[config.mk]
export PLATFORM = sky130hd
export DESIGN_NAME = mcr_regs
export DESIGN_NICKNAME = d
export VERILOG_FILES = /design/src/design/mcr_pkg.sv /design/src/design/mcr_regs.sv /design/src/design/mcr_sync3.sv
export SDC_FILE = /design/constraint.sdc
export NUM_CORES = 1
export LEC_CHECK = 0
export ABC_CLOCK_PERIOD_IN_PS = 2820
export BUFFER_PORTS_ARGS = -buffer_cell sky130_fd_sc_hd__buf_2
export CORE_MARGIN = 5
export CORE_UTILIZATION = 52
export DETAILED_ROUTE_END_ITERATION = 7
export GPL_TIMING_DRIVEN = 0
export HOLD_SLACK_MARGIN = 0.1
export PLACE_DENSITY = 0.88
export SETUP_SLACK_MARGIN = 0.4
export SYNTH_ARGS = -nofsm -noshare
export SYNTH_HDL_FRONTEND = slang
export SYNTH_SLANG_ARGS = --single-unit
[constraint.sdc]
create_clock -name mclk -period 2.82 [get_ports mclk]
set_input_delay 0.705 -clock mclk [delete_from_list [all_inputs] [get_ports mclk]]
set_output_delay 0.705 -clock mclk [all_outputs]
set_load 0.05 [all_outputs]
[src/design/mcr_pkg.sv]
package mcr_pkg;

    // register offsets
    localparam logic [7:0] ADDR_R2_OFFSET = 8'h72;
    localparam logic [7:0] ADDR_FAN_CFG = 8'h73;
    localparam logic [7:0] ADDR_ALERT_MASK1 = 8'h74;

    // values after reset
    localparam logic [7:0] RST_R2_OFFSET = 8'h00;
    localparam logic [7:0] RST_FAN_CFG = 8'h00;
    localparam logic [7:0] RST_ALERT_MASK1 = 8'h00;
    localparam logic [7:0] RST_RDATA = 8'h00;
    localparam logic [7:0] UNMAPPED_RDATA = 8'h00;

    // fan detect / conversion config fields
    localparam int CFG_FAN_DET_EN = 0;
    localparam int CFG_PRES_LSB = 1;
    localparam int CFG_PRES_MSB = 3;
    localparam int CFG_AVG_OFF = 4;
    localparam int CFG_ATTENUATOR_BYPASS_ALL_ALL = 5;
    localparam int CFG_SINGLE_CHANNEL_CONVERT_ONE = 6;
    localparam int CFG_SHUTDOWN = 7;
    localparam logic [7:0] CFG_WRITE_MASK = 8'hF1;

    // alert mask 1 fields
    localparam int MSK_V25_OVERTEMP_PIN = 0;
    localparam int MSK_VCORE = 1;
    localparam int MSK_VSUPPLY = 2;
    localparam int MSK_V5 = 3;
    localparam int MSK_REMOTE1 = 4;
    localparam int MSK_LOCAL = 5;
    localparam int MSK_REMOTE2 = 6;
    localparam int MSK_OOL = 7;

    // remote 2 offset scaling, in quarter-degree measurement steps
    localparam int OFS_SHIFT_FINE = 1;
    localparam int OFS_SHIFT_COARSE = 2;
    localparam int TEMP_W = 10;
    localparam int SUM_W = 12;

    localparam int SYNC_STAGES = 3;
    localparam int NUM_CHAN = 10;

    typedef enum logic [3:0] {
        MCR_CH_V25 = 4'b0000,
        MCR_CH_VCORE = 4'b0001,
        MCR_CH_VSUPPLY = 4'b0010,
        MCR_CH_V5 = 4'b0011,
        MCR_CH_V12 = 4'b0100,
        MCR_CH_REMOTE1 = 4'b0101,
        MCR_CH_LOCAL = 4'b0110,
        MCR_CH_REMOTE2 = 4'b0111,
        MCR_CH_VTERM = 4'b1000,
        MCR_CH_IMON = 4'b1001
    } mcr_chan_t;

    typedef struct packed {
        logic [7:0] addr;
        logic wr;
        logic rd;
        logic [7:0] wdata;
    } mcr_reg_req_t;

    // bit order matches alert mask 1
    typedef struct packed {
        logic summary_out_of_limit;
        logic remote2;
        logic local_t;
        logic remote1;
        logic v5;
        logic vsupply;
        logic vcore;
        logic v25_or_overtemp_pin;
    } mcr_stat_t;

    // attenuator_bypass_all_bypass order: [0] +2.5V, [1] core, [2] +5V, [3] +12V
    typedef struct packed {
        logic shutdown;
        logic monitor_run;
        logic single_channel_convert;
        logic averaging_disable;
        logic [3:0] attenuator_bypass_all_bypass;
        logic [9:0] single_channel_convert_sel_onehot;
    } mcr_mode_t;

endpackage

[src/design/mcr_regs.sv]
module mcr_regs
    import mcr_pkg::*;
#(
    parameter int NUM_FANS = 3
) (
    input wire logic mclk,
    input wire logic rst_b,
    input wire mcr_reg_req_t reg_req,
    output logic [7:0] reg_rdata,
    output logic reg_rvalid,
    input wire logic lock_active,
    input wire logic offset_range_coarse,
    input wire logic [3:0] attenuator_bypass_all_bypass_chan,
    input wire logic [3:0] single_chan_code,
    input wire logic [NUM_FANS-1:0] four_wire_present_pin,
    input wire logic [TEMP_W-1:0] remote2_meas,
    input wire logic remote2_meas_valid,
    output logic [TEMP_W-1:0] remote2_adj,
    output logic remote2_adj_valid,
    input wire mcr_stat_t alert_status,
    input wire logic alert_other,
    output logic alert_o,
    output logic alert_oe,
    output mcr_mode_t mode
);

    logic [7:0] r2_offset_ff;
    logic [7:0] fan_cfg_ff;
    logic [7:0] alert_mask1_ff;
    logic [7:0] rdata_ff;
    logic rvalid_ff;
    logic [TEMP_W-1:0] r2_adj_ff;
    logic r2_adj_valid_ff;
    logic alert_oe_ff;
    mcr_mode_t mode_ff;

    logic [NUM_FANS-1:0] four_wire_present;
    logic [2:0] presence_bits;
    logic [7:0] fan_cfg_view;
    logic wr_offset;
    logic wr_fan_cfg;
    logic wr_mask1;
    logic [7:0] nxt_rdata;
    logic [TEMP_W-1:0] nxt_r2_adj;
    logic nxt_alert_oe;
    mcr_mode_t nxt_mode;

    // one-hot channel select, out-of-range codes select nothing
    function automatic logic [NUM_CHAN-1:0] chan_onehot(
        input logic [3:0] code
    );
        logic [NUM_CHAN-1:0] sel;
        sel = '0;
        case (code)
            MCR_CH_V25: sel[0] = 1'b1;
            MCR_CH_VCORE: sel[1] = 1'b1;
            MCR_CH_VSUPPLY: sel[2] = 1'b1;
            MCR_CH_V5: sel[3] = 1'b1;
            MCR_CH_V12: sel[4] = 1'b1;
            MCR_CH_REMOTE1: sel[5] = 1'b1;
            MCR_CH_LOCAL: sel[6] = 1'b1;
            MCR_CH_REMOTE2: sel[7] = 1'b1;
            MCR_CH_VTERM: sel[8] = 1'b1;
            MCR_CH_IMON: sel[9] = 1'b1;
            default: sel = '0;
        endcase
        return sel;
    endfunction

    // signed add with clamp to the measurement range
    function automatic logic [TEMP_W-1:0] add_offset(
        input logic [TEMP_W-1:0] meas,
        input logic [7:0] ofs,
        input logic coarse
    );
        logic signed [SUM_W-1:0] m;
        logic signed [SUM_W-1:0] o;
        logic signed [SUM_W-1:0] s;
        logic signed [SUM_W-1:0] hi;
        logic signed [SUM_W-1:0] lo;
        m = SUM_W'(signed'(meas));
        o = SUM_W'(signed'(ofs));
        if (coarse) begin
            o = o <<< OFS_SHIFT_COARSE;
        end else begin
            o = o <<< OFS_SHIFT_FINE;
        end
        s = m + o;
        hi = SUM_W'((1 << (TEMP_W - 1)) - 1);
        lo = -SUM_W'(1 << (TEMP_W - 1));
        if (s > hi) begin
            s = hi;
        end else if (s < lo) begin
            s = lo;
        end
        return s[TEMP_W-1:0];
    endfunction

    mcr_sync3 #(
        .WIDTH(NUM_FANS)
    ) u_fan_sync (
        .mclk(mclk),
        .rst_b(rst_b),
        .async_in(four_wire_present_pin),
        .sync_out(four_wire_present)
    );

    // write decode, lock blocks the offset and fan config
    assign wr_offset = reg_req.wr && (reg_req.addr == ADDR_R2_OFFSET)
        && !lock_active;
    assign wr_fan_cfg = reg_req.wr && (reg_req.addr == ADDR_FAN_CFG)
        && !lock_active;
    assign wr_mask1 = reg_req.wr && (reg_req.addr == ADDR_ALERT_MASK1);

    always_ff @(posedge mclk or negedge rst_b) begin
        if (!rst_b) begin
            r2_offset_ff <= RST_R2_OFFSET;
        end else if (wr_offset) begin
            r2_offset_ff <= reg_req.wdata;
        end
    end

    // presence bits are never stored from a write
    always_ff @(posedge mclk or negedge rst_b) begin
        if (!rst_b) begin
            fan_cfg_ff <= RST_FAN_CFG;
        end else if (wr_fan_cfg) begin
            fan_cfg_ff <= reg_req.wdata & CFG_WRITE_MASK;
        end
    end

    always_ff @(posedge mclk or negedge rst_b) begin
        if (!rst_b) begin
            alert_mask1_ff <= RST_ALERT_MASK1;
        end else if (wr_mask1) begin
            alert_mask1_ff <= reg_req.wdata;
        end
    end

    // presence shows only while detection is enabled
    always_comb begin
        presence_bits = '0;
        if (fan_cfg_ff[CFG_FAN_DET_EN]) begin
            presence_bits = 3'(four_wire_present);
        end
        fan_cfg_view = fan_cfg_ff;
        fan_cfg_view[CFG_PRES_MSB:CFG_PRES_LSB] = presence_bits;
    end

    always_comb begin
        case (reg_req.addr)
            ADDR_R2_OFFSET: nxt_rdata = r2_offset_ff;
            ADDR_FAN_CFG: nxt_rdata = fan_cfg_view;
            ADDR_ALERT_MASK1: nxt_rdata = alert_mask1_ff;
            default: nxt_rdata = UNMAPPED_RDATA;
        endcase
    end

    always_ff @(posedge mclk or negedge rst_b) begin
        if (!rst_b) begin
            rdata_ff <= RST_RDATA;
            rvalid_ff <= 1'b0;
        end else begin
            rvalid_ff <= reg_req.rd;
            if (reg_req.rd) begin
                rdata_ff <= nxt_rdata;
            end
        end
    end

    // offset applied to every remote 2 result
    assign nxt_r2_adj = add_offset(remote2_meas, r2_offset_ff,
        offset_range_coarse);

    always_ff @(posedge mclk or negedge rst_b) begin
        if (!rst_b) begin
            r2_adj_ff <= '0;
            r2_adj_valid_ff <= 1'b0;
        end else begin
            r2_adj_valid_ff <= remote2_meas_valid;
            if (remote2_meas_valid) begin
                r2_adj_ff <= nxt_r2_adj;
            end
        end
    end

    // mode controls for the measurement engine
    always_comb begin
        nxt_mode.shutdown = fan_cfg_ff[CFG_SHUTDOWN];
        nxt_mode.monitor_run = !fan_cfg_ff[CFG_SHUTDOWN];
        nxt_mode.averaging_disable = fan_cfg_ff[CFG_AVG_OFF];
        nxt_mode.attenuator_bypass_all_bypass = {4{fan_cfg_ff[CFG_ATTENUATOR_BYPASS_ALL_ALL]}}
            | attenuator_bypass_all_bypass_chan;
        nxt_mode.single_channel_convert =
            fan_cfg_ff[CFG_SINGLE_CHANNEL_CONVERT_ONE];
        if (fan_cfg_ff[CFG_SINGLE_CHANNEL_CONVERT_ONE]) begin
            nxt_mode.single_channel_convert_sel_onehot =
                chan_onehot(single_chan_code);
        end else begin
            nxt_mode.single_channel_convert_sel_onehot = '0;
        end
    end

    always_ff @(posedge mclk or negedge rst_b) begin
        if (!rst_b) begin
            mode_ff <= '{default: 1'b0};
        end else begin
            mode_ff <= nxt_mode;
        end
    end

    // summary mask is separate from any second-status source masks
    always_comb begin
        nxt_alert_oe = alert_other
            | (alert_status.v25_or_overtemp_pin
                & !alert_mask1_ff[MSK_V25_OVERTEMP_PIN])
            | (alert_status.vcore & !alert_mask1_ff[MSK_VCORE])
            | (alert_status.vsupply
                & !alert_mask1_ff[MSK_VSUPPLY])
            | (alert_status.v5 & !alert_mask1_ff[MSK_V5])
            | (alert_status.remote1
                & !alert_mask1_ff[MSK_REMOTE1])
            | (alert_status.local_t & !alert_mask1_ff[MSK_LOCAL])
            | (alert_status.remote2
                & !alert_mask1_ff[MSK_REMOTE2])
            | (alert_status.summary_out_of_limit
                & !alert_mask1_ff[MSK_OOL]);
    end

    // open-drain alert: enable high pulls the pin low
    always_ff @(posedge mclk or negedge rst_b) begin
        if (!rst_b) begin
            alert_oe_ff <= 1'b0;
        end else begin
            alert_oe_ff <= nxt_alert_oe;
        end
    end

    assign reg_rdata = rdata_ff;
    assign reg_rvalid = rvalid_ff;
    assign remote2_adj = r2_adj_ff;
    assign remote2_adj_valid = r2_adj_valid_ff;
    assign alert_o = 1'b0;
    assign alert_oe = alert_oe_ff;
    assign mode = mode_ff;

endmodule

[src/design/mcr_sync3.sv]
module mcr_sync3 #(
    parameter int WIDTH = 3
) (
    input wire logic mclk,
    input wire logic rst_b,
    input wire logic [WIDTH-1:0] async_in,
    output logic [WIDTH-1:0] sync_out
);
    logic [WIDTH-1:0] s1_ff;
    logic [WIDTH-1:0] s2_ff;
    logic [WIDTH-1:0] s3_ff;
    logic [WIDTH-1:0] out_ff;

    always_ff @(posedge mclk or negedge rst_b) begin
        if (!rst_b) begin
            s1_ff <= '0;
            s2_ff <= '0;
            s3_ff <= '0;
        end else begin
            s1_ff <= async_in;
            s2_ff <= s1_ff;
            s3_ff <= s2_ff;
        end
    end

    // a change counts once stages two and three agree
    always_ff @(posedge mclk or negedge rst_b) begin
        if (!rst_b) begin
            out_ff <= '0;
        end else begin
            for (int i = 0; i < WIDTH; i++) begin
                if (s2_ff[i] == s3_ff[i]) begin
                    out_ff[i] <= s3_ff[i];
                end
            end
        end
    end

    assign sync_out = out_ff;
endmodule

==> metrics, run 1 <==
hold_buf cts=0; Via density=5.71; CTS tree=done; clk_skew=0.00893 ns; Synth Net Count=323; Power Total=2.20 mW; EDFF count, synth=0; worst skew pair latency=0.35 ns; Placed Cells=425; initial core utilization=54.3%; Core Area=0.00599 mm^2; Pwr per Cell Area=529 mW/mm^2; area delta synth->final=27.8%; number of CTS-inserted buffers=9; CP Class=input pin to flop; Avg Cell Area, Syn=12.5 um^2; register area share after synthesis=55.4%; leak pwr=1.98 nW; Startpoint Class=input pin; FMAX=0.400 GHz; grt ovf=0; setup violators final=0; number of nets in the layout=427; final setup TNS=0 ns; multiplexer share of the synthesized area=9.69%; CP Max Fanout=8; post-synthesis cell count=260; complex-gate fraction of the synthesized area=15.1%; commonest non-fill, non-tap cells in the layout=buf_2 (89), dfrtp_1 (71), mux2_2 (27); layout cells sized above 1=45.7%; Die ar.=0.00794 mm^2; Placer Congestion=0.840; Pins Over Slew Limit=0; ANT nets after route=0; Post-DP Area=0.00387 mm^2; Post-Layout Cell Count=443; met2 WL=3870 um; worst slew pin tran=0.901 ns; main combinational cell family by area after synthesis=compound AO/OA/AOI/OAI gates; Row Count=28; Tot GR Track Use=20.6%; commonest non-fill, non-tap cell in the layout=buf_2; Worst Path Required=3.03 ns; Die X-Extent=89.1 um; R2R depth=8; clock-pin slew on the worst setup and hold paths=0.07 ns; area share of and/or/nand/nor cells after synthesis=10.1%; # Max-Cap Violations=0; buffers added on ports=90; fillcell total=424; DP HPWL=5550 um; RSZ-0062 raised after global routing=yes; chip height=89.1 um; H-Tree Level Count=3; initial antenna violation count=0; Final Cycle Share=88.7%; Post-synth ARST share=100%; adder-cell share of the synthesized area=5.00%; synthesized flop and latch total=72; final instance area=0.00416 mm^2; total inserted antenna cells=0; status=complete, no violations; M1 WL=3190 um; clk buf depth=2; worst min path class=flop to flop; Arr. time, crit path=2.71 ns; final count of hold timing violations=0; xor and xnor fraction of the mapped netlist area=1.35%; pin count of the biggest net entering global routing=73; number of global-route vias before repair=2564; Top Layer Used=met4; metal3 WL=690 um; minimum clock period=2.50 ns; clock root buffer master=clkbuf_8; DRC=0; max_slew headroom=40.0%; # IOs=93; clock sink total=72; ys flop type=dfrtp_1; Netlist cell types=47; Mapped Area=0.00325 mm^2; Vias=2528; Max VDD drop=0.358 mV; Ys Warns=0; drt first pass iters=6; WL/cell=17.9 um; Routed Wire Length=7910 um; CP endpoint kind=flop; Hold Crit Depth=0; first-pass GRT wire length=12300 um; initial DRC count=154
[power by group]
part | internal [mW] | total, mW | switching [mW]
clock network | 0.427 | 0.795 | 0.367
logic | 0.112 | 0.309 | 0.197
registers | 1.07 | 1.10 | 0.0244
[synthesized netlist by cell type (2+ instances only)]
master,n,area share [%]
nor3_1,7,1.1
and2_1,2,0.38
nand2_1,6,0.69
inv_1,20,2.3
nor2b_1,4,0.77
o211ai_1,4,0.92
nor4_4,2,1.3
a222oi_1,8,2.5
clkbuf_1,2,0.23
nand2b_1,4,0.77
buf_4,2,0.46
xnor2_1,5,1.3
nor4_1,2,0.38
o22ai_1,11,2.1
a311oi_1,2,0.54
nor2_1,16,1.8
nand3_1,3,0.46
a21oi_1,9,1.4
a211oi_1,2,0.46
o21ai_0,2,0.31
dfrtp_1,72,55
mux2_2,28,9.7
or2_2,4,0.77
ha_1,9,3.5
o2bb2ai_1,6,1.6
a21o_1,3,0.69
a221oi_1,2,0.54
o21a_1,2,0.46
maj3_1,3,0.92
[critical path: stages]
cell and delay, ns:
clkbuf_16 0.12, mux2_2 0.33, ha_1 0.41, nand2_1 0.16, nor3_2 0.32, nor2_4 0.12, o311a_4 0.40, o2bb2ai_1 0.14
[metal layers]
| layer | global-route usage, % | vias up |
|---|---|---|
| met5 | 0 | - |
| li1 | - | 1166 |
| met1 | 26.7 | 1235 |
| met3 | 6.27 | 12 |
| met4 | 8.25 | 0 |
| met2 | 32.3 | 115 |
[per-stage QoR]
| stage | hold WS (ns) | setup WS, ns | utilization, % |
|---|---|---|---|
| 3_3_place_gp | 0.333 | -0.0222 | 64.6 |
| 4_1_cts | 0.351 | 0.402 | 68.2 |
| 5_1_grt | 0.360 | 0.282 | 69.4 |
| 6_report | 0.349 | 0.319 | 69.4 |
| 2_1_floorplan | 0.331 | 0.109 | - |
| 3_5_place_dp | 0.335 | -0.0624 | 64.7 |
[timing repair]
item,CTS,global route
setup buffers,1,2
resized for setup,5,8
endpoints found under the setup margin,7,9
pin swaps,3,1
[registers in the layout, indices dropped and copies added, names as in the netlist]
signal / count
fan_cfg_ff: 5
r2_offset_ff: 8
remote2_adj_valid: 1
mode: 18
u_fan_sync.s2_ff: 3
alert_mask1_ff: 8
u_fan_sync.s3_ff: 3
u_fan_sync.s1_ff: 3
reg_rvalid: 1
remote2_adj: 10
u_fan_sync.sync_out: 3
reg_rdata: 8
alert_oe: 1
[worst paths after layout]
check                                    start                  end  slack [ns]
max                        offset_range_coarse       remote2_adj[0]        0.32
min                        u_fan_sync.s1_ff[2]  u_fan_sync.s2_ff[2]        0.35
max reg2reg                    r2_offset_ff[0]       remote2_adj[0]        0.40
min reg2reg                u_fan_sync.s1_ff[2]  u_fan_sync.s2_ff[2]        0.35
max in group asynchronous                rst_b      r2_offset_ff[0]        1.71
min in group asynchronous                rst_b              mode[9]        0.47
[area by class of cell]
| cell class | count | area [um^2] | share of cell area [%] |
|---|---|---|---|
| Inverter | 20 | 75.1 | 1.81 |
| Timing Repair Buffer | 93 | 475 | 11.4 |
| Buffer | 6 | 52.6 | 1.26 |
| Tap cell | 75 | 93.8 | 2.26 |
| Clock buffer | 12 | 145 | 3.49 |
| Clock inverter | 3 | 42.5 | 1.02 |
| Multi-Input combinational cell | 162 | 1470 | 35.4 |
| Sequential cell | 72 | 1800 | 43.4 |
[logic make-up (layout without fill, tap and decap cells)]
group | count (synthesis) | after routing
flip-flops | 72 | 72
AO/OA/AOI/OAI | 60 | 60
AND/OR/NAND/NOR | 55 | 55
multiplexers | 28 | 28
buffers and inverters | 26 | 134
adder cells (fa/ha/maj) | 13 | 13
XOR/XNOR | 5 | 5
other | 1 | 1
Note: power is estimated with default switching activity, not from simulation.
==> run 2, diff against run 1 <==
--- a/config.mk
+++ b/config.mk
@@ -11,9 +11,10 @@
 export CORE_UTILIZATION = 52
 export DETAILED_ROUTE_END_ITERATION = 7
 export GPL_TIMING_DRIVEN = 0
-export HOLD_SLACK_MARGIN = 0.1
+export HOLD_SLACK_MARGIN = 0.15
 export PLACE_DENSITY = 0.88
 export SETUP_SLACK_MARGIN = 0.4
 export SYNTH_ARGS = -nofsm -noshare
 export SYNTH_HDL_FRONTEND = slang
+export SYNTH_HIERARCHICAL = 1
 export SYNTH_SLANG_ARGS = --single-unit
==> metrics, run 2 <==
status=complete, no violations (unchanged); leak pwr=2.08 nW (was 1.98 nW); Tot GR Track Use=20.7% (was 20.6%); Pwr per Cell Area=547 mW/mm^2 (was 529 mW/mm^2); Ys Warns=6 (was 0); CTS tree=done (unchanged); RSZ-0062 raised after global routing=yes (unchanged); WL/cell=16.4 um (was 17.9 um); clk buf depth=2 (unchanged); clk_skew=0.00723 ns (was 0.00893 ns); R2R depth=10 (was 8); worst slew pin tran=0.892 ns (was 0.901 ns); Placed Cells=446 (was 425); Core Area=0.00599 mm^2 (unchanged); max_slew headroom=40.5% (was 40.0%); fillcell total=446 (was 424); Sw Ratio=28.5% (was 26.8%); Post-synth ARST share=100% (unchanged); Synth Net Count=345 (was 323); Final Cycle Share=87.5% (was 88.7%); clock root buffer master=clkbuf_8 (unchanged); FMAX=0.405 GHz (was 0.400 GHz); H-Tree Level Count=3 (unchanged); share of the synthesized area in the top cell type=55.4% (about the same); adder-cell share of the synthesized area=5.12% (was 5.00%); number of global-route vias before repair=2633 (was 2564); number of nets in the layout=451 (was 427); synthesized flop and latch total=72 (unchanged); top cells by count, synth=dfrtp_1 (72), inv_1 (28), nor2_1 (21) (was dfrtp_1 (72), mux2_2 (28), inv_1 (20)); main combinational cell family by area after synthesis=compound AO/OA/AOI/OAI gates (unchanged); worst min path class=flop to flop (unchanged); P_int=1.62 mW (was 1.61 mW); clock-pin slew on the worst setup and hold paths=0.08 ns (was 0.07 ns); worst skew pair latency=0.34 ns (was 0.35 ns); Via density=5.45 (was 5.71); clock share of power=36.2% (was 36.1%); CP Max Fanout=8 (unchanged); most common cell in the netlist=dfrtp_1 (unchanged); area delta synth->final=27.1% (was 27.8%); pin count of the biggest net entering global routing=73 (unchanged); Netlist cell types=48 (was 47); xor and xnor fraction of the mapped netlist area=1.35% (about the same); Psw=644 uW (was 589 uW); worst r2r src=r2_offset_ff[0] (unchanged); final core occ=68.9% (was 69.4%); Mapped Area=0.00325 mm^2 (about the same); critical path depth=10 (was 8); Critical Path Source=offset_range_coarse (unchanged); clock sink total=72 (unchanged); commonest non-fill, non-tap cell in the layout=buf_2 (unchanged); complex-gate fraction of the synthesized area=14.7% (was 15.1%); Worst Path Required=3.08 ns (was 3.03 ns); R2R Setup Slk=0.42 ns (was 0.40 ns); critical path's slowest cell=fa_2 (was ha_1); hold_buf cts=0 (unchanged); delay-heaviest family, CP=compound AO/OA/AOI/OAI gates (was simple AND/OR/NAND/NOR gates); initial DRC count=77 (was 154); Startpoint Class=input pin (unchanged); setup violators final=0 (unchanged); total inserted antenna cells=0 (unchanged); max reg flops=18 (unchanged); post-synthesis cell count=282 (was 260); chip height=89.1 um (about the same); Buf/Inv on CP=2 (was 1); Avg Cell Area, Syn=11.5 um^2 (was 12.5 um^2); Max VDD drop=0.407 mV (was 0.358 mV); ys flop type=dfrtp_1 (unchanged); Placer Congestion=0.961 (was 0.840); EDFF count, synth=0 (unchanged); combinational power share=14.9% (was 14.0%); CP Cell Sequence=clkbuf_16 -> mux2_4 -> fa_2 -> a211oi_2 -> nor3b_2 -> o21a_1 -> a2111oi_4 -> buf_4 -> nor2_1 -> o22ai_1 (was clkbuf_16 -> mux2_2 -> ha_1 -> nand2_1 -> nor3_2 -> nor2_4 -> o311a_4 -> o2bb2ai_1); ANT nets after route=0 (unchanged); CP endpoint=remote2_adj[3] (was remote2_adj[0]); DP HPWL=5680 um (was 5550 um); Die X-Extent=89.1 um (about the same); initial antenna violation count=0 (unchanged); Die ar.=0.00793 mm^2 (was 0.00794 mm^2); Vias=2552 (was 2528); Largest stage delay, worst path=0.38 ns (was 0.41 ns); Routed Wire Length=7690 um (was 7910 um); # Max-Cap Violations=0 (unchanged); top post-synthesis cells by area=dfrtp_1 (55%), mux2_2 (4.8%), ha_1 (3.5%), o22ai_1 (3.5%), inv_1 (3.2%) (was dfrtp_1 (55%), mux2_2 (9.7%), ha_1 (3.5%), a222oi_1 (2.5%), inv_1 (2.3%)); dominant cell type by area after synthesis=dfrtp_1 (unchanged); first-pass GRT wire length=12400 um (was 12300 um); CP endpoint kind=flop (unchanged); final count of hold timing violations=0 (unchanged); multiplexer share of the synthesized area=7.62% (was 9.69%); Seq pwr share=48.9% (was 49.9%); layout cells sized above 1=40.5% (was 45.7%); # IOs=93 (unchanged); area share of and/or/nand/nor cells after synthesis=11.4% (was 10.1%); initial core utilization=54.3% (about the same); CP Class=input pin to flop (unchanged); commonest non-fill, non-tap cells in the layout=buf_2 (92), dfrtp_1 (72), inv_1 (28) (was buf_2 (89), dfrtp_1 (71), mux2_2 (27)); Pins Over Slew Limit=0 (unchanged); buffers added on ports=89 (was 90); grt ovf=0 (unchanged); FF-to-FF End=remote2_adj[3] (was remote2_adj[0]); drt first pass iters=4 (was 6); minimum clock period=2.47 ns (was 2.50 ns); number of CTS-inserted buffers=9 (unchanged); Post-Layout Cell Count=468 (was 443); Row Count=28 (unchanged); DRC=0 (unchanged); Arr. time, crit path=2.72 ns (was 2.71 ns); register area share after synthesis=55.4% (about the same)
## run 2: changes by cell type after synthesis, moves of 4 or more
cell | before | now
o22ai_1 | 11 | 18
a22o_1 | 0 | 4
nand2_1 | 6 | 11
mux2_2 | 28 | 14
a222oi_1 | 8 | 1
mux2_1 | 0 | 8
a22oi_1 | 0 | 7
o21ai_1 | 1 | 5
o2bb2ai_1 | 6 | 0
nor2_1 | 16 | 21
inv_1 | 20 | 28
## run 2: how the worst min path moves through the flow
stage / startpoint / to / slack (ns) / cells after the start
after floorplan: u_fan_sync/s1_ff[0] / u_fan_sync/s2_ff[0] / 0.33 / 0
after global placement: u_fan_sync/s1_ff[0] / u_fan_sync/s2_ff[0] / 0.33 / 0
after detailed placement: u_fan_sync/s1_ff[0] / u_fan_sync/s2_ff[0] / 0.34 / 0
after CTS: u_fan_sync/s1_ff[0] / u_fan_sync/s2_ff[0] / 0.36 / 0
after global routing: u_fan_sync/s1_ff[2] / u_fan_sync/s2_ff[2] / 0.38 / 0
final: u_fan_sync/s1_ff[0] / u_fan_sync/s2_ff[0] / 0.36 / 0
## run 2: through the flow
stage / cell area [um^2] / setup WS [ns] / TNS, ns / hold WS [ns] / power, mW
after floorplan: 3280 / -0.0276 / -0.103 / 0.331 / 1.33
after global placement: 3820 / -0.183 / -1.51 / 0.332 / 1.43
after detailed placement: 3820 / -0.266 / -2.12 / 0.339 / 1.45
after CTS: 4120 / 0.380 / 0 / 0.358 / 2.28
after global routing: 4130 / 0.245 / 0 / 0.376 / 2.36
final: 4130 / 0.354 / 0 / 0.359 / 2.26
## run 2: kinds of logic after synthesis
| kind of cell | count (synthesis) |
|---|---|
| and+or+nand+nor | 68 |
| muxes | 22 |
| other | 1 |
| buffers and inverters | 35 |
| AOI/OAI and AO/OA | 66 |
| xor gates and xnor gates | 5 |
| adders and majority gates | 13 |
| DFF | 72 |
## run 2: area by class of cell
type                    count  area, um^2  area share (%)
clock inverters             7        78.8            1.91
well taps                  75        93.8            2.27
inverters                  28         105            2.54
plain buffers               7        55.1            1.33
clock buffers               9         124            3.00
flip-flops and latches     72        1800            43.6
multi-input cells         175        1380            33.4
repair buffers             95         494            12.0
## run 2: what timing repair did
item / 4_1_cts / 5_1_grt
setup endpoints to repair: 9 / 9
pin swaps: 8 / 0
gates cloned: 1 / 0
resized for setup: 10 / 3
setup buffers: 5 / 0
## run 2: per-layer routing
metal,routed length (um),GRT usage [%]
met1,3310,26.6
met2,3530,32.7
met5,0,0
met4,308,11.2
met3,542,4.42
## run 2: worst register-to-register path, stage by stage, from the launching register on
cell and delay, ns:
dfrtp_1 0.41, nor2b_1 0.15, ha_1 0.21, fa_2 0.36, a211oi_2 0.26, nor3b_2 0.09, o21a_1 0.21, a2111oi_4 0.25
buf_4 0.21, nor2_1 0.05, o22ai_1 0.10
## run 2: power groups by stage
stage	Clock [mW]	Sequential, mW	Combinational [mW]
detailed placement	0	1.13	0.320
global placement	0	1.12	0.310
CTS	0.833	1.11	0.337
finish	0.818	1.11	0.337
global route	0.886	1.11	0.366
floorplan	0	1.20	0.123
==> run 3, diff against run 2 <==
--- a/config.mk
+++ b/config.mk
@@ -12,7 +12,7 @@
 export DETAILED_ROUTE_END_ITERATION = 7
 export GPL_TIMING_DRIVEN = 0
 export HOLD_SLACK_MARGIN = 0.15
-export PLACE_DENSITY = 0.88
+export PLACE_DENSITY = 0.89
 export SETUP_SLACK_MARGIN = 0.4
 export SYNTH_ARGS = -nofsm -noshare
 export SYNTH_HDL_FRONTEND = slang
==> metrics, run 3 (synthesized netlist as in run 2, its figures left out) <==
clock-pin slew on the worst setup and hold paths=0.09 ns (was 0.08 ns); buffers added on ports=89 (unchanged); RSZ-0062 raised after global routing=yes (unchanged); clk_skew=0.0126 ns (was 0.00723 ns); worst skew pair latency=0.35 ns (was 0.34 ns); Buf/Inv on CP=2 (unchanged); DP HPWL=5680 um (about the same); hold_buf cts=0 (unchanged); layout cells sized above 1=40.5% (unchanged); clock root buffer master=clkbuf_8 (unchanged); number of nets in the layout=451 (unchanged); Final Cycle Share=88.1% (was 87.5%); chip height=89.1 um (unchanged); WL/cell=16.3 um (was 16.4 um); CP endpoint kind=flop (unchanged); Row Count=28 (unchanged); minimum clock period=2.48 ns (was 2.47 ns); first-pass GRT wire length=12300 um (was 12400 um); Hold Slack=0.349 ns (was 0.359 ns); delay-heaviest family, CP=compound AO/OA/AOI/OAI gates (unchanged); Die ar.=0.00793 mm^2 (unchanged); Worst Path Required=3.08 ns (about the same); initial DRC count=92 (was 77); number of CTS-inserted buffers=9 (unchanged); commonest non-fill, non-tap cells in the layout=buf_2 (92), dfrtp_1 (72), inv_1 (28) (unchanged); # IOs=93 (unchanged); final setup TNS=0 ns (unchanged); number of global-route vias before repair=2648 (was 2633); Die X-Extent=89.1 um (unchanged); DP Worst Slack=-0.264 ns (was -0.266 ns); Tot GR Track Use=20.2% (was 20.7%); pin count of the biggest net entering global routing=73 (unchanged); ANT nets after route=0 (unchanged); Pwr per Cell Area=554 mW/mm^2 (was 547 mW/mm^2); clk buf depth=2 (unchanged); leak pwr=2.09 nW (was 2.08 nW); critical path's slowest cell=fa_2 (unchanged); Multi-input gate area=0.00139 mm^2 (was 0.00138 mm^2); Core Area=0.00599 mm^2 (unchanged); initial antenna violation count=0 (unchanged); Arr. time, crit path=2.75 ns (was 2.72 ns); Vias=2505 (was 2552); FMAX=0.403 GHz (was 0.405 GHz); Via density=5.35 (was 5.45); worst min path class=flop to flop (unchanged); CTS tree=done (unchanged); Pins Over Slew Limit=0 (unchanged); initial core utilization=54.3% (unchanged); Max VDD drop=0.362 mV (was 0.407 mV); grt ovf=0 (unchanged); Routed Wire Length=7630 um (was 7690 um); worst slew pin tran=0.875 ns (was 0.892 ns); total inserted antenna cells=0 (unchanged); Placer Congestion=0.925 (was 0.961); H-Tree Level Count=3 (unchanged); drt first pass iters=5 (was 4); max_slew headroom=41.7% (was 40.5%); Startpoint Class=input pin (unchanged); final count of hold timing violations=0 (unchanged); area delta synth->final=27.6% (was 27.1%); commonest non-fill, non-tap cell in the layout=buf_2 (unchanged); clock sink total=72 (unchanged); setup violators final=0 (unchanged); status=complete, no violations (unchanged); max reg flops=18 (unchanged); post-route worst setup slack=0.337 ns (was 0.354 ns); CP Class=input pin to flop (unchanged); CP Cell Sequence=clkbuf_16 -> mux2_4 -> fa_2 -> a211oi_4 -> nor3b_4 -> o21a_1 -> a2111oi_4 -> buf_4 -> nor2_1 -> o22ai_1 (was clkbuf_16 -> mux2_4 -> fa_2 -> a211oi_2 -> nor3b_2 -> o21a_1 -> a2111oi_4 -> buf_4 -> nor2_1 -> o22ai_1); Largest stage delay, worst path=0.40 ns (was 0.38 ns); register area=0.00180 mm^2 (unchanged); CP Max Fanout=8 (unchanged); fillcell total=471 (was 446); # Max-Cap Violations=0 (unchanged); DRC=0 (unchanged)
==> run 3: area by class of cell <==
type / count / area share, %
multi-input combinational: 175 / 33.6
clock inverter: 7 / 2.02
tap: 75 / 2.26
inverter: 28 / 2.53
clock buffer: 9 / 2.99
buffer: 7 / 1.33
sequential: 72 / 43.4
timing repair buffer: 95 / 11.8
==> run 3: report_power, final <==
group | switching, mW | internal [mW] | total, mW | leakage (nW)
Sequential | 0.0276 | 1.08 | 1.11 | 0.902
Combinational | 0.219 | 0.121 | 0.340 | 1.09
Clock | 0.425 | 0.427 | 0.853 | 0.103
Total | 0.672 | 1.63 | 2.30 | 2.09
==> run 3: timing repair <==
item	in CTS	in global routing
pin swaps	7	0
cloned	1	0
hold endpoints to repair	0	0
endpoints found under the setup margin	9	9
buffers inserted	4	1
resized for setup	8	6
==> run 3: path summary, 6_finish.rpt <==
kind	from	to	slack, ns	depth (start not counted)
max	offset_range_coarse	remote2_adj[7]	0.34	10
min	u_fan_sync/s1_ff[1]	u_fan_sync/s2_ff[1]	0.35	0
max reg2reg	r2_offset_ff[0]	remote2_adj[7]	0.37	10
min reg2reg	u_fan_sync/s1_ff[1]	u_fan_sync/s2_ff[1]	0.35	0
max in group asynchronous	rst_b	u_fan_sync/s3_ff[2]	1.78	1
min in group asynchronous	rst_b	fan_cfg_ff[4]	0.46	1
==> run 3: stage by stage <==
step / util [%] / area, um^2 / std cells / power, mW
6_report: 69.2 / 4150 / 468 / 2.30
3_3_place_gp: 63.7 / 3820 / 446 / 1.43
4_1_cts: 68.7 / 4110 / 467 / 2.31
5_1_grt: 69.2 / 4150 / 468 / 2.39
3_5_place_dp: 63.8 / 3820 / 446 / 1.45
2_1_floorplan: - / 3280 / 282 / 1.33
==> run 3: worst register-to-register path: stages (launching register included) <==
cell       delay (ns)
dfrtp_1          0.42
nor2b_1          0.16
ha_1             0.22
fa_2             0.39
a211oi_4         0.28
nor3b_4          0.08
o21a_1           0.22
a2111oi_4        0.23
buf_4            0.20
nor2_1           0.06
o22ai_1          0.12
==> run 3: metal layers <==
metal | vias to the layer above | track usage [%] | share of wire (%)
met3 | 15 | 3.96 | 6.9
met2 | 91 | 33.1 | 47
met5 | - | 0 | 0
met4 | 0 | 9.34 | 2.5
met1 | 1184 | 26.0 | 43
li1 | 1215 | - | -
